`src/logic/fcdf_pkg.sv`:
```
// Constants shared by the frequency and current detect flag block
//
// Function
// - Frequency flag set when output frequency is at or above forward threshold.
// - Reverse threshold not 9999 applies only during reverse rotation.
// - Reverse threshold of 9999 means forward threshold used for reverse too.
// - Frequency flag forced off during DC injection braking.
// - Compared frequency is the value before slip compensation.
// - Overcurrent level 0 to 200 percent, default 150 percent.
// - Overcurrent delay 0 to 10 s, default 0 s.
// - Overcurrent flag after current stays above level longer than delay.
// - Overcurrent flag held at least about 100 ms.
// - Zero-current level 0 to 200 percent, default 5 percent.
// - Zero-current time 0 to 1 s, default 0.5 s.
// - Zero-current flag after current stays below level longer than time.
// - Zero-current flag held at least about 100 ms.
// - Zero-current level of 0 disables zero-current detection.
// - Current detection stays active during offline auto-tuning.
// - Current flags respond within roughly 0.1 s.
// - Current evaluated only while running; flags reported to network master.
`default_nettype none
package fcdf_pkg;
  // ---------------------------------------------------------------------------
  // Formats and timing
  // ---------------------------------------------------------------------------
  localparam int FREQ_W            = 16;        // Frequency in 0.01 Hz units
  localparam int PCT_W             = 8;         // Percent of rated current
  localparam int CUR_W             = 16;        // Current in 0.01 percent units
  localparam int TIME_W            = 11;        // Times in ms, overcurrent delay in 10 ms units
  localparam int TICK_W            = 18;        // Cycle counter for 1 ms tick
  localparam int CLK_MHZ           = 200;
  localparam int TICK_NS           = 1000000;   // One millisecond in ns
  localparam int TICK_CYC          = TICK_NS * CLK_MHZ / 1000;
  localparam logic [FREQ_W-1:0] REV_SAME = 16'h270f; // Setting 9999
  localparam logic [PCT_W-1:0]  PCT_MAX  = 8'hc8;    // 200 percent
  localparam logic [PCT_W-1:0]  OC_LEVEL_DEF = 8'h96; // 150 percent
  localparam logic [PCT_W-1:0]  ZC_LEVEL_DEF = 8'h05; // 5 percent
  localparam logic [TIME_W-1:0] OC_DELAY_MAX = 11'h3e8; // 10 s in 10 ms units
  localparam logic [TIME_W-1:0] OC_DELAY_DEF = 11'h000;
  localparam logic [TIME_W-1:0] ZC_TIME_MAX  = 11'h3e8; // 1 s in ms
  localparam logic [TIME_W-1:0] ZC_TIME_DEF  = 11'h1f4; // 0.5 s in ms
  localparam logic [TIME_W-1:0] HOLD_MS      = 11'h064; // 100 ms minimum hold
  localparam logic [CUR_W-1:0]  PCT_SCALE    = 16'h0064; // Percent to 0.01 percent
  localparam logic [3:0]        DEC_LAST     = 4'h9;     // Last ms of each 10 ms period
endpackage : fcdf_pkg
`default_nettype wire

```
`src/logic/fcdf_top.sv`:
```
// Frequency reached, overcurrent and zero-current flag generation
`timescale 1ns/1ps
`default_nettype none
module fcdf_top #(
  parameter int TICK_CYC = fcdf_pkg::TICK_CYC  // Cycles per 1 ms tick; must fit in TICK_W bits
) (
  input  wire logic                          clk,              // 200 MHz clock
  input  wire logic                          resetn,           // Async reset, active low
  input  wire logic [fcdf_pkg::FREQ_W-1:0]   out_freq_raw,     // Frequency before slip comp, 0.01 Hz
  input  wire logic                          reverse_run,      // High during reverse rotation
  input  wire logic                          dc_brake,         // DC injection braking active
  input  wire logic                          running,          // Drive running
  input  wire logic [fcdf_pkg::CUR_W-1:0]    out_current,      // Current, 0.01 percent of rated
  input  wire logic [fcdf_pkg::FREQ_W-1:0]   fwd_freq_threshold, // Forward threshold, 0.01 Hz
  input  wire logic [fcdf_pkg::FREQ_W-1:0]   rev_freq_threshold, // Reverse threshold, 9999 = same
  input  wire logic [fcdf_pkg::PCT_W-1:0]    overcurrent_level,  // Percent, 0 to 200
  input  wire logic [fcdf_pkg::TIME_W-1:0]   overcurrent_delay,  // 10 ms units, 0 to 1000
  input  wire logic [fcdf_pkg::PCT_W-1:0]    zero_current_level, // Percent, 0 disables
  input  wire logic [fcdf_pkg::TIME_W-1:0]   zero_current_time,  // ms, 0 to 1000
  output logic                               freq_reached_flag,  // Registered
  output logic                               overcurrent_flag,   // Registered
  output logic                               zero_current_flag   // Registered
);
  // ---------------------------------------------------------------------------
  // State
  // ---------------------------------------------------------------------------
  typedef struct packed {
    logic [fcdf_pkg::TICK_W-1:0] tcnt;
    logic [3:0]                  dcnt;
    logic                        ms;
    logic                        ten_ms;
    logic                        freq;
    logic                        oc_cond;
    logic                        zc_cond;
  } fcdf_st_t;
  fcdf_st_t s_q, s_d;

  logic [fcdf_pkg::FREQ_W-1:0] thr;
  logic [fcdf_pkg::PCT_W-1:0]  oc_lvl, zc_lvl;
  logic [fcdf_pkg::CUR_W-1:0]  oc_cur, zc_cur;
  logic [fcdf_pkg::TIME_W-1:0] oc_dly, zc_tim;
  logic oc_q, zc_q;

  // ---------------------------------------------------------------------------
  // Settings, clamped to their ranges so an out-of-range value cannot overflow
  // ---------------------------------------------------------------------------
  always_comb begin
    oc_lvl = (overcurrent_level > fcdf_pkg::PCT_MAX) ? fcdf_pkg::PCT_MAX : overcurrent_level;
    zc_lvl = (zero_current_level > fcdf_pkg::PCT_MAX) ? fcdf_pkg::PCT_MAX : zero_current_level;
    oc_dly = (overcurrent_delay > fcdf_pkg::OC_DELAY_MAX) ? fcdf_pkg::OC_DELAY_MAX
                                                          : overcurrent_delay;
    zc_tim = (zero_current_time > fcdf_pkg::ZC_TIME_MAX) ? fcdf_pkg::ZC_TIME_MAX
                                                         : zero_current_time;
    oc_cur = 16'(oc_lvl * fcdf_pkg::PCT_SCALE);
    zc_cur = 16'(zc_lvl * fcdf_pkg::PCT_SCALE);
    // Reverse threshold only replaces forward one when not the 9999 code
    if (reverse_run && rev_freq_threshold != fcdf_pkg::REV_SAME) thr = rev_freq_threshold;
    else thr = fwd_freq_threshold;
  end

  // ---------------------------------------------------------------------------
  // Comparisons and time base
  // ---------------------------------------------------------------------------
  always_comb begin
    s_d = s_q;
    s_d.ms = 1'b0;
    s_d.ten_ms = 1'b0;
    if (s_q.tcnt == fcdf_pkg::TICK_W'(TICK_CYC - 1)) begin
      s_d.tcnt = '0;
      s_d.ms = 1'b1;
      if (s_q.dcnt == fcdf_pkg::DEC_LAST) begin
        s_d.dcnt = '0;
        s_d.ten_ms = 1'b1;
      end else begin
        s_d.dcnt = s_q.dcnt + 1'b1;
      end
    end else begin
      s_d.tcnt = s_q.tcnt + 1'b1;
    end
    // Raw frequency is used so slip compensation never shifts the threshold
    s_d.freq = !dc_brake && (out_freq_raw >= thr);
    // Current only judged while running; auto-tuning does not gate it
    s_d.oc_cond = running && (out_current > oc_cur);
    s_d.zc_cond = running && (zc_lvl != '0) && (out_current < zc_cur);
  end

  always_ff @(posedge clk or negedge resetn) begin
    if (!resetn) s_q <= '0;
    else s_q <= s_d;
  end

  // ---------------------------------------------------------------------------
  // Qualification timers; response well under 0.1 s beyond programmed time
  // ---------------------------------------------------------------------------
  fcdf_qual #(.TW(fcdf_pkg::TIME_W)) u_oc (
    .clk       (clk),
    .resetn    (resetn),
    .tick      (s_q.ten_ms),
    .hold_tick (s_q.ms),
    .cond      (s_q.oc_cond),
    .limit     (oc_dly),
    .hold      (fcdf_pkg::HOLD_MS),
    .flag      (oc_q)
  );
  fcdf_qual #(.TW(fcdf_pkg::TIME_W)) u_zc (
    .clk       (clk),
    .resetn    (resetn),
    .tick      (s_q.ms),
    .hold_tick (s_q.ms),
    .cond      (s_q.zc_cond),
    .limit     (zc_tim),
    .hold      (fcdf_pkg::HOLD_MS),
    .flag      (zc_q)
  );

  // Flags go out to the network master straight from flip-flops
  assign freq_reached_flag = s_q.freq;
  assign overcurrent_flag  = oc_q;
  assign zero_current_flag = zc_q;

  // ---------------------------------------------------------------------------
  // Checks
  // ---------------------------------------------------------------------------
  a_brake_clears_freq: assert property (@(posedge clk) disable iff (!resetn)
    dc_brake |=> !freq_reached_flag)
    else $error("frequency flag set during brake");
  a_freq_fwd_compare: assert property (@(posedge clk) disable iff (!resetn)
    (!dc_brake && !reverse_run) |=> freq_reached_flag == ($past(out_freq_raw) >= $past(fwd_freq_threshold)))
    else $error("forward compare wrong");
  a_rev_same_code: assert property (@(posedge clk) disable iff (!resetn)
    (!dc_brake && rev_freq_threshold == fcdf_pkg::REV_SAME) |=>
      freq_reached_flag == ($past(out_freq_raw) >= $past(fwd_freq_threshold)))
    else $error("9999 did not select forward threshold");
  a_rev_own_thr: assert property (@(posedge clk) disable iff (!resetn)
    (!dc_brake && reverse_run && rev_freq_threshold != fcdf_pkg::REV_SAME) |=>
      freq_reached_flag == ($past(out_freq_raw) >= $past(rev_freq_threshold)))
    else $error("reverse compare wrong");
  a_zc_disabled: assert property (@(posedge clk) disable iff (!resetn)
    (zero_current_level == '0) [*3] |=> !s_q.zc_cond)
    else $error("zero current detected while disabled");
  a_idle_no_oc: assert property (@(posedge clk) disable iff (!resetn)
    !running |=> !s_q.oc_cond)
    else $error("current judged while stopped");
  a_oc_rise_cause: assert property (@(posedge clk) disable iff (!resetn)
    $rose(overcurrent_flag) |-> $past(s_q.oc_cond))
    else $error("overcurrent flag without condition");
  a_zc_rise_cause: assert property (@(posedge clk) disable iff (!resetn)
    $rose(zero_current_flag) |-> $past(s_q.zc_cond))
    else $error("zero current flag without condition");
endmodule : fcdf_top
`default_nettype wire

```
`src/logic/fcdf_qual.sv`:
```
// Qualify a condition for a programmed time, then hold the flag a minimum time
`timescale 1ns/1ps
`default_nettype none
module fcdf_qual #(
  parameter int TW = 11
) (
  input  wire logic          clk,      // 200 MHz clock
  input  wire logic          resetn,   // Async reset, active low
  input  wire logic          tick,     // One pulse per time unit
  input  wire logic          hold_tick,// One pulse per millisecond
  input  wire logic          cond,     // Raw condition
  input  wire logic [TW-1:0] limit,    // Qualification time in tick units
  input  wire logic [TW-1:0] hold,     // Minimum hold in ms
  output logic               flag      // Qualified flag, registered
);
  typedef struct packed {
    logic [TW-1:0] cnt;
    logic [TW-1:0] hcnt;
    logic          flag;
  } fcdf_qst_t;
  fcdf_qst_t s_q, s_d;

  // Timer restarts on an early drop; flag held until the hold expires and the condition is no longer qualified
  always_comb begin
    s_d = s_q;
    if (!cond) begin
      s_d.cnt = '0;
    end else if (tick && s_q.cnt <= limit) begin
      s_d.cnt = s_q.cnt + 1'b1;
    end
    if (s_q.flag) begin
      if (hold_tick && s_q.hcnt != hold) s_d.hcnt = s_q.hcnt + 1'b1;
      if (s_q.hcnt == hold && !(cond && s_q.cnt > limit)) begin
        s_d.flag = 1'b0;
        s_d.hcnt = '0;
      end
    end else if (cond && s_q.cnt > limit) begin
      s_d.flag = 1'b1;
      s_d.hcnt = '0;
    end
  end

  always_ff @(posedge clk or negedge resetn) begin
    if (!resetn) s_q <= '0;
    else s_q <= s_d;
  end
  assign flag = s_q.flag;

  a_flag_needs_cond: assert property (@(posedge clk) disable iff (!resetn)
    $rose(s_q.flag) |-> $past(cond) && $past(s_q.cnt) > $past(limit))
    else $error("flag rose without qualified condition");
  a_hold_min: assert property (@(posedge clk) disable iff (!resetn)
    $fell(s_q.flag) |-> $past(s_q.hcnt) == $past(hold))
    else $error("flag dropped before hold time");
  a_timer_restart: assert property (@(posedge clk) disable iff (!resetn)
    !cond |=> s_q.cnt == '0)
    else $error("timer not restarted");
endmodule : fcdf_qual
`default_nettype wire

```
`config.mk`:
```
export PLATFORM = sky130hd
export DESIGN_NAME = fcdf_top
export DESIGN_NICKNAME = d
export VERILOG_FILES = /design/src/logic/fcdf_pkg.sv /design/src/logic/fcdf_top.sv /design/src/logic/fcdf_qual.sv
export SDC_FILE = /design/constraint.sdc
export NUM_CORES = 1
export LEC_CHECK = 0
export ABC_AREA = 0
export BUFFER_PORTS_ARGS = -buffer_cell sky130_fd_sc_hd__buf_4
export CAP_MARGIN = 20
export CORE_UTILIZATION = 45
export CTS_BUF_LIST = sky130_fd_sc_hd__clkbuf_8
export CTS_CLUSTER_SIZE = 12
export DETAILED_ROUTE_END_ITERATION = 10
export PLACE_DENSITY = 0.74
export REMOVE_ABC_BUFFERS = 1
export SLEW_MARGIN = 30
export SYNTH_ARGS = -nofsm -noshare
export SYNTH_HDL_FRONTEND = slang
export SYNTH_HIERARCHICAL = 1
export SYNTH_SLANG_ARGS = --single-unit
```
`constraint.sdc`:
```
create_clock -name clk -period 3.1 [get_ports clk]
set_input_delay 0.31 -clock clk [delete_from_list [all_inputs] [get_ports clk]]
set_output_delay 0.31 -clock clk [all_outputs]
set_load 0.05 [all_outputs]
```
== After elaboration in Yosys (flattened, before gate mapping) ==
Index checks and enable logic that the tools add are counted.
Word-level totals
  word-level logic and storage cells: 85
  output and inout port bits: 3
  register bits: 73
Operators by class
  muxes and demuxes: 21
  add/subtract/negate cells: 6
  $mul: 2
  reductions and logical operators: 21
  equality and inequality tests: 11
  magnitude comparators: 11
Operators by type and width (count)
  2-to-1 mux 11 bit: 8
  2-to-1 mux 12 bit: 6
  adder 11 x 1 -> 11 bit (second input constant): 4
  multiplier 8 x 5 -> 13 bit (second input constant): 2
  == test 11 x 7 -> 1 bit (second input constant): 2
  > comparator 11 x 10 -> 1 bit (second input constant): 2
  > comparator 11 bit: 2
  less-or-equal comparator 11 bit: 2
  inequality test 11 x 7 -> 1 bit (second input constant): 2
  adder 18 x 1 -> 18 bit (second input constant): 1
  == test 18 bit (second input constant): 1
  2-to-1 mux 18 bit: 1
  greater-or-equal comparator 16 bit: 1
  > comparator 16 x 15 -> 1 bit: 1
  > comparator 8 bit (second input constant): 2
  < comparator 16 x 15 -> 1 bit: 1
  2-to-1 mux 16 bit: 1
  2-to-1 mux 8 bit: 2
  inequality test 16 x 14 -> 1 bit (second input constant): 1
  logical AND 1 bit: 13
  nonzero test 8 bit: 1
  inequality test 3 bit (second input constant): 2
  adder 4 x 1 -> 4 bit (second input constant): 1
  == test 4 bit (second input constant): 1
  7 further kinds: 12

== Longest topological paths before layout ==
  depth after elaboration: 8
  depth in mapped cells: 21
  gate-level depth less buffers: 21

== By module ==
The synthesis kept the hierarchy.
Modules (own cells, without submodules)
  fcdf_top: seq. area each 675.6 µm², area an instance 4081.4 µm², cells an instance 461, times used 1
  fcdf_qual: seq. area each 575.6 µm², area an instance 1646.6 µm², cells an instance 193, times used 2

== Worst setup path after synthesis ==
OpenSTA, ideal clock, no wires.
  kind: input-to-reg
  start: input port overcurrent_level[0] (netlist name)
  end: register s_q[1] (netlist name)
  setup time: 0.065 ns
  arrival: 4.313 ns
  data required time: 3.035 ns
  stages on the path: 20
  path slack: -1.278 ns
  path buffers: 0
  cells stage by stage: o31a_1 > nor3_1 > nor3_1 > or2_2 > ha_1 > ha_1 > inv_1 > fa_1 > inv_1 > ha_1 > a21oi_1 > o211ai_1 > nor3_1 > o21bai_1 > xnor2_1 > ha_1 > nand3_1 > or3_1 > nor3_1 > o221a_2
RTL lines
  start: declaration: RTL line fcdf_top.sv:16  | input wire logic [fcdf_pkg::PCT_W-1:0] overcurrent_level,

==> impl_metrics.yaml <==
outcome:
  status: "finished with violations"
  violations: "negative hold slack, negative setup slack"
timing:
  max_freq_mhz: 245
  fin_crit_sh: 1.31
  hold_viol_final: 42
  whs_ns: -0.0364
  rsz0062_at_grt: "true"
  tightestPinTransition_ns: 0.663
  fin_ws_ns: -0.974
  finalSetupViolCount: 2
  maxSlewHeadroom: 0.555
  fin_worst_skew_ns: 0.00752
  period_needed_ns: 4.07
  slew_viol_final: 0
grt:
  grt-ovfl-total: 0
  use_met3: 0.0254
  grtUsageMet2: 0.350
  grt_pass1_wl_microns: 26500
  grt_max_degree: 74
  gr-usage-all-layers: 0.190
  antenna_found_initial: 0
  busiest_layer: "met2"
  grt_pass1_vias: 6231
  gr-usage-met1: 0.235
place:
  placed_area_sq_um: 8950
  port-buffer-count: 109
  routabilityCongestion: 0.766
  post-dp-hpwl_microns: 12100
  placedCellCount: 1244
setup_path:
  slowest_delay_ns: 0.49
  slowest_stage: "fa_1"
  arrival_ns: 4.31
  path_cells: "buf_6 -> o31a_1 -> nor3_2 -> nor3_2 -> buf_4 -> nand2b_4 -> inv_4 -> ha_4 -> ha_4 -> inv_2 -> fa_1 -> inv_2 -> ha_4 -> nand3_2 -> o211ai_1 -> o21ai_1 -> a21oi_1 -> xnor2_1 -> ha_1 -> a21o_1 -> a211oi_2 -> o21ai_1 -> o221a_4"
  worstReg2RegStart: "u_zc/s_q[18]"
  path_class: "primary input to register"
  worstPathBufferInverterCount: 5
  crit_cells: 23
  path_delay_family: "compound AO/OA/AOI/OAI gates"
  cp_max_fo: 3
  crit_required_ns: 3.34
  start_kind: "primary input"
  critPathCaptureType: "register"
  cpMostUsedCell: "ha_4"
  reg2reg_depth: 7
  r2r-end: "u_zc/s_q[18]"
  ff2ff_setup_slack_ns: 0.57
floorplan:
  num_rows: 46
  die_w_microns: 130
  die_h_microns: 130
  start_util: 0.463
  dieArea_sq_um: 16900
  pin_count: 110
  core-area_sq_um: 15900
layout:
  drive_gt1_frac: 0.284
  final_cells: 1270
  area_growth_pct: 31.1
  layout_commonest_cell: "buf_4"
  final_nets: 1291
  fin_area_sq_um: 9670
  final_util: 0.606
  diodes: 0
  final_cell_mix: "176 x buf_4, 110 x ha_1, 73 x dfrtp_1, 69 x inv_1, 60 x nor2_1"
route:
  drt-vias-per-instance: 5.18
  drc: 0
  first_pass_iters: 5
  wl_per_cell_microns: 12.7
  drtIter0Drc: 209
  drt.antenna.violating_nets: 0
  drt-total-wl_microns: 16100
  dr_total_vias: 6575
pwr:
  ir_drop_uv: 187
  design_power_total_uw: 3090
  power_density_nw_per_um2: 320
  p_leak_uw: 0.00464
job:
  maxCapViolCount: 0
yosys:
  syn_area_per_cell_sq_um: 8.71
  synth-edff-count: 0
  synth_top_flop_cell: "dfrtp_1"
  syn-cell-area_sq_um: 7370
  ys_async_sr_fraction: 1.00
  ys_warn_count: 6
  seq_area_frac_synth: 0.248
  yosysUniqueCellTypes: 70
  synth_seq_cells: 73
  synthCells: 847
clock_tree:
  cts.root.buffer_cell: "clkbuf_8"
  cts_tree: "built"
  cts_htree_levels: 3
  cts_buffers: 9
  clockBufferDepth: 2
  path_clk_slew_ns: 0.08
  insertion_delay_ns: 0.34
  clock_sinks: 73
hold_path:
  min_path_type: "primary input to async pin"
[power breakdown]
group	total (uW)	internal [uW]	leakage (uW)	switching, uW
clock network	672	325	0.000101	347
logic	1430	754	0.00356	671
registers	994	969	0.000976	25.2
[state kept, by name, summed over array words and instances (netlist names)]
name	count
freq_reached_flag	1
u_oc/s_q	22
u_oc/flag	1
u_zc/s_q	22
s_q	26
u_zc/flag	1
[layout make-up]
cell class | instances | area [sq um]
fillers | 1397 | 6270
multi-input cells | 701 | 5690
flip-flops and latches | 73 | 1830
repair buffers | 183 | 1400
inverters | 81 | 309
well taps | 216 | 270
clock buffers | 11 | 151
clock inverters | 5 | 22.5
[metrics by stage]
| stage | setup slack, ns | TNS (ns) | hold WS, ns |
|---|---|---|---|
| 6_report | -0.974 | -1.65 | -0.0364 |
| 5_1_grt | -1.19 | -2.04 | 0.0147 |
| 4_1_cts | -0.976 | -1.58 | 0.122 |
| 3_5_place_dp | -1.65 | -10.14 | 0.465 |
| 3_3_place_gp | -1.48 | -9.27 | 0.455 |
| 2_1_floorplan | -1.28 | -2.89 | 0.0144 |
[worst max path at each step]
| stage | end | slack (ns) | start |
|---|---|---|---|
| finish | s_q[1] | -0.97 | overcurrent_level[2] |
| global route | s_q[1] | -1.19 | overcurrent_level[2] |
| CTS | s_q[1] | -0.98 | overcurrent_level[2] |
| detailed placement | s_q[1] | -1.65 | overcurrent_level[0] |
| global placement | s_q[1] | -1.48 | overcurrent_level[0] |
| floorplan | s_q[1] | -1.28 | overcurrent_level[0] |
[cells by family (layout without fill, tap and decap cells)]
kind of cell | after synthesis | count (layout) | share of synthesized area
adder cells (fa/ha/maj) | 135 | 135 | 0.235
multiplexers | 24 | 24 | 0.0334
other | 2 | 24 | 0.00102
AND/OR/NAND/NOR | 316 | 316 | 0.230
XOR/XNOR | 71 | 71 | 0.0843
AO/OA/AOI/OAI | 130 | 131 | 0.115
buffers and inverters | 96 | 280 | 0.0531
flip-flops | 73 | 73 | 0.248
[routing by layer]
metal / wire (microns) / vias to the layer above
met5: 0 / -
met4: 99 / 0
met3: 449 / 10
met2: 8330 / 84
met1: 7210 / 3107
li1: - / 3374
[repair_timing]
| action | in CTS | in global routing |
|---|---|---|
| setup endpoints to repair | 2 | 27 |
| gates resized for setup | 57 | 33 |
| gates cloned | 0 | 1 |
| pin swaps | 46 | 29 |
| buffers inserted | 5 | 4 |
| hold buffers | 0 | 0 |
[cell usage after synthesis (2+ instances only)]
master       n  area (sq um)
ha_1       129          1610
inv_1       78           293
dfrtp_1     73          1830
nor2_1      61           229
xnor2_1     57           499
nand2_1     54           203
a21oi_1     43           215
nand3_1     36           180
nand4_1     31           194
o21ai_0     31           155
nor3_1      27           135
mux2i_1     22           220
or3_1       21           131
nor2b_1     19           119
xor2_1      14           123
or2_2       13          81.3
and2_1      12          75.1
clkbuf_1    10          37.5
and3_1       9          56.3
a21o_1       8          60.1
nand2b_1     8          50.1
o211ai_1     7          52.6
fa_1         6           120
a211oi_1     4          30.0
nor3b_1      4          30.0
o21a_1       4          30.0
o21bai_1     4          30.0
o31ai_1      4          30.0
nand4_2      3          37.5
nor4_1       3          18.8
o41ai_1      3          26.3
a211o_1      2          17.5
buf_6        2          22.5
clkinv_1     2          7.51
conb_1       2          7.51
o2111a_1     2          22.5
o2111ai_1    2          17.5
o311ai_0     2          17.5
o31ai_2      2          25.0
o41a_1       2          22.5
or3_4        2          22.5
Power figures use the tool's default switching activity.
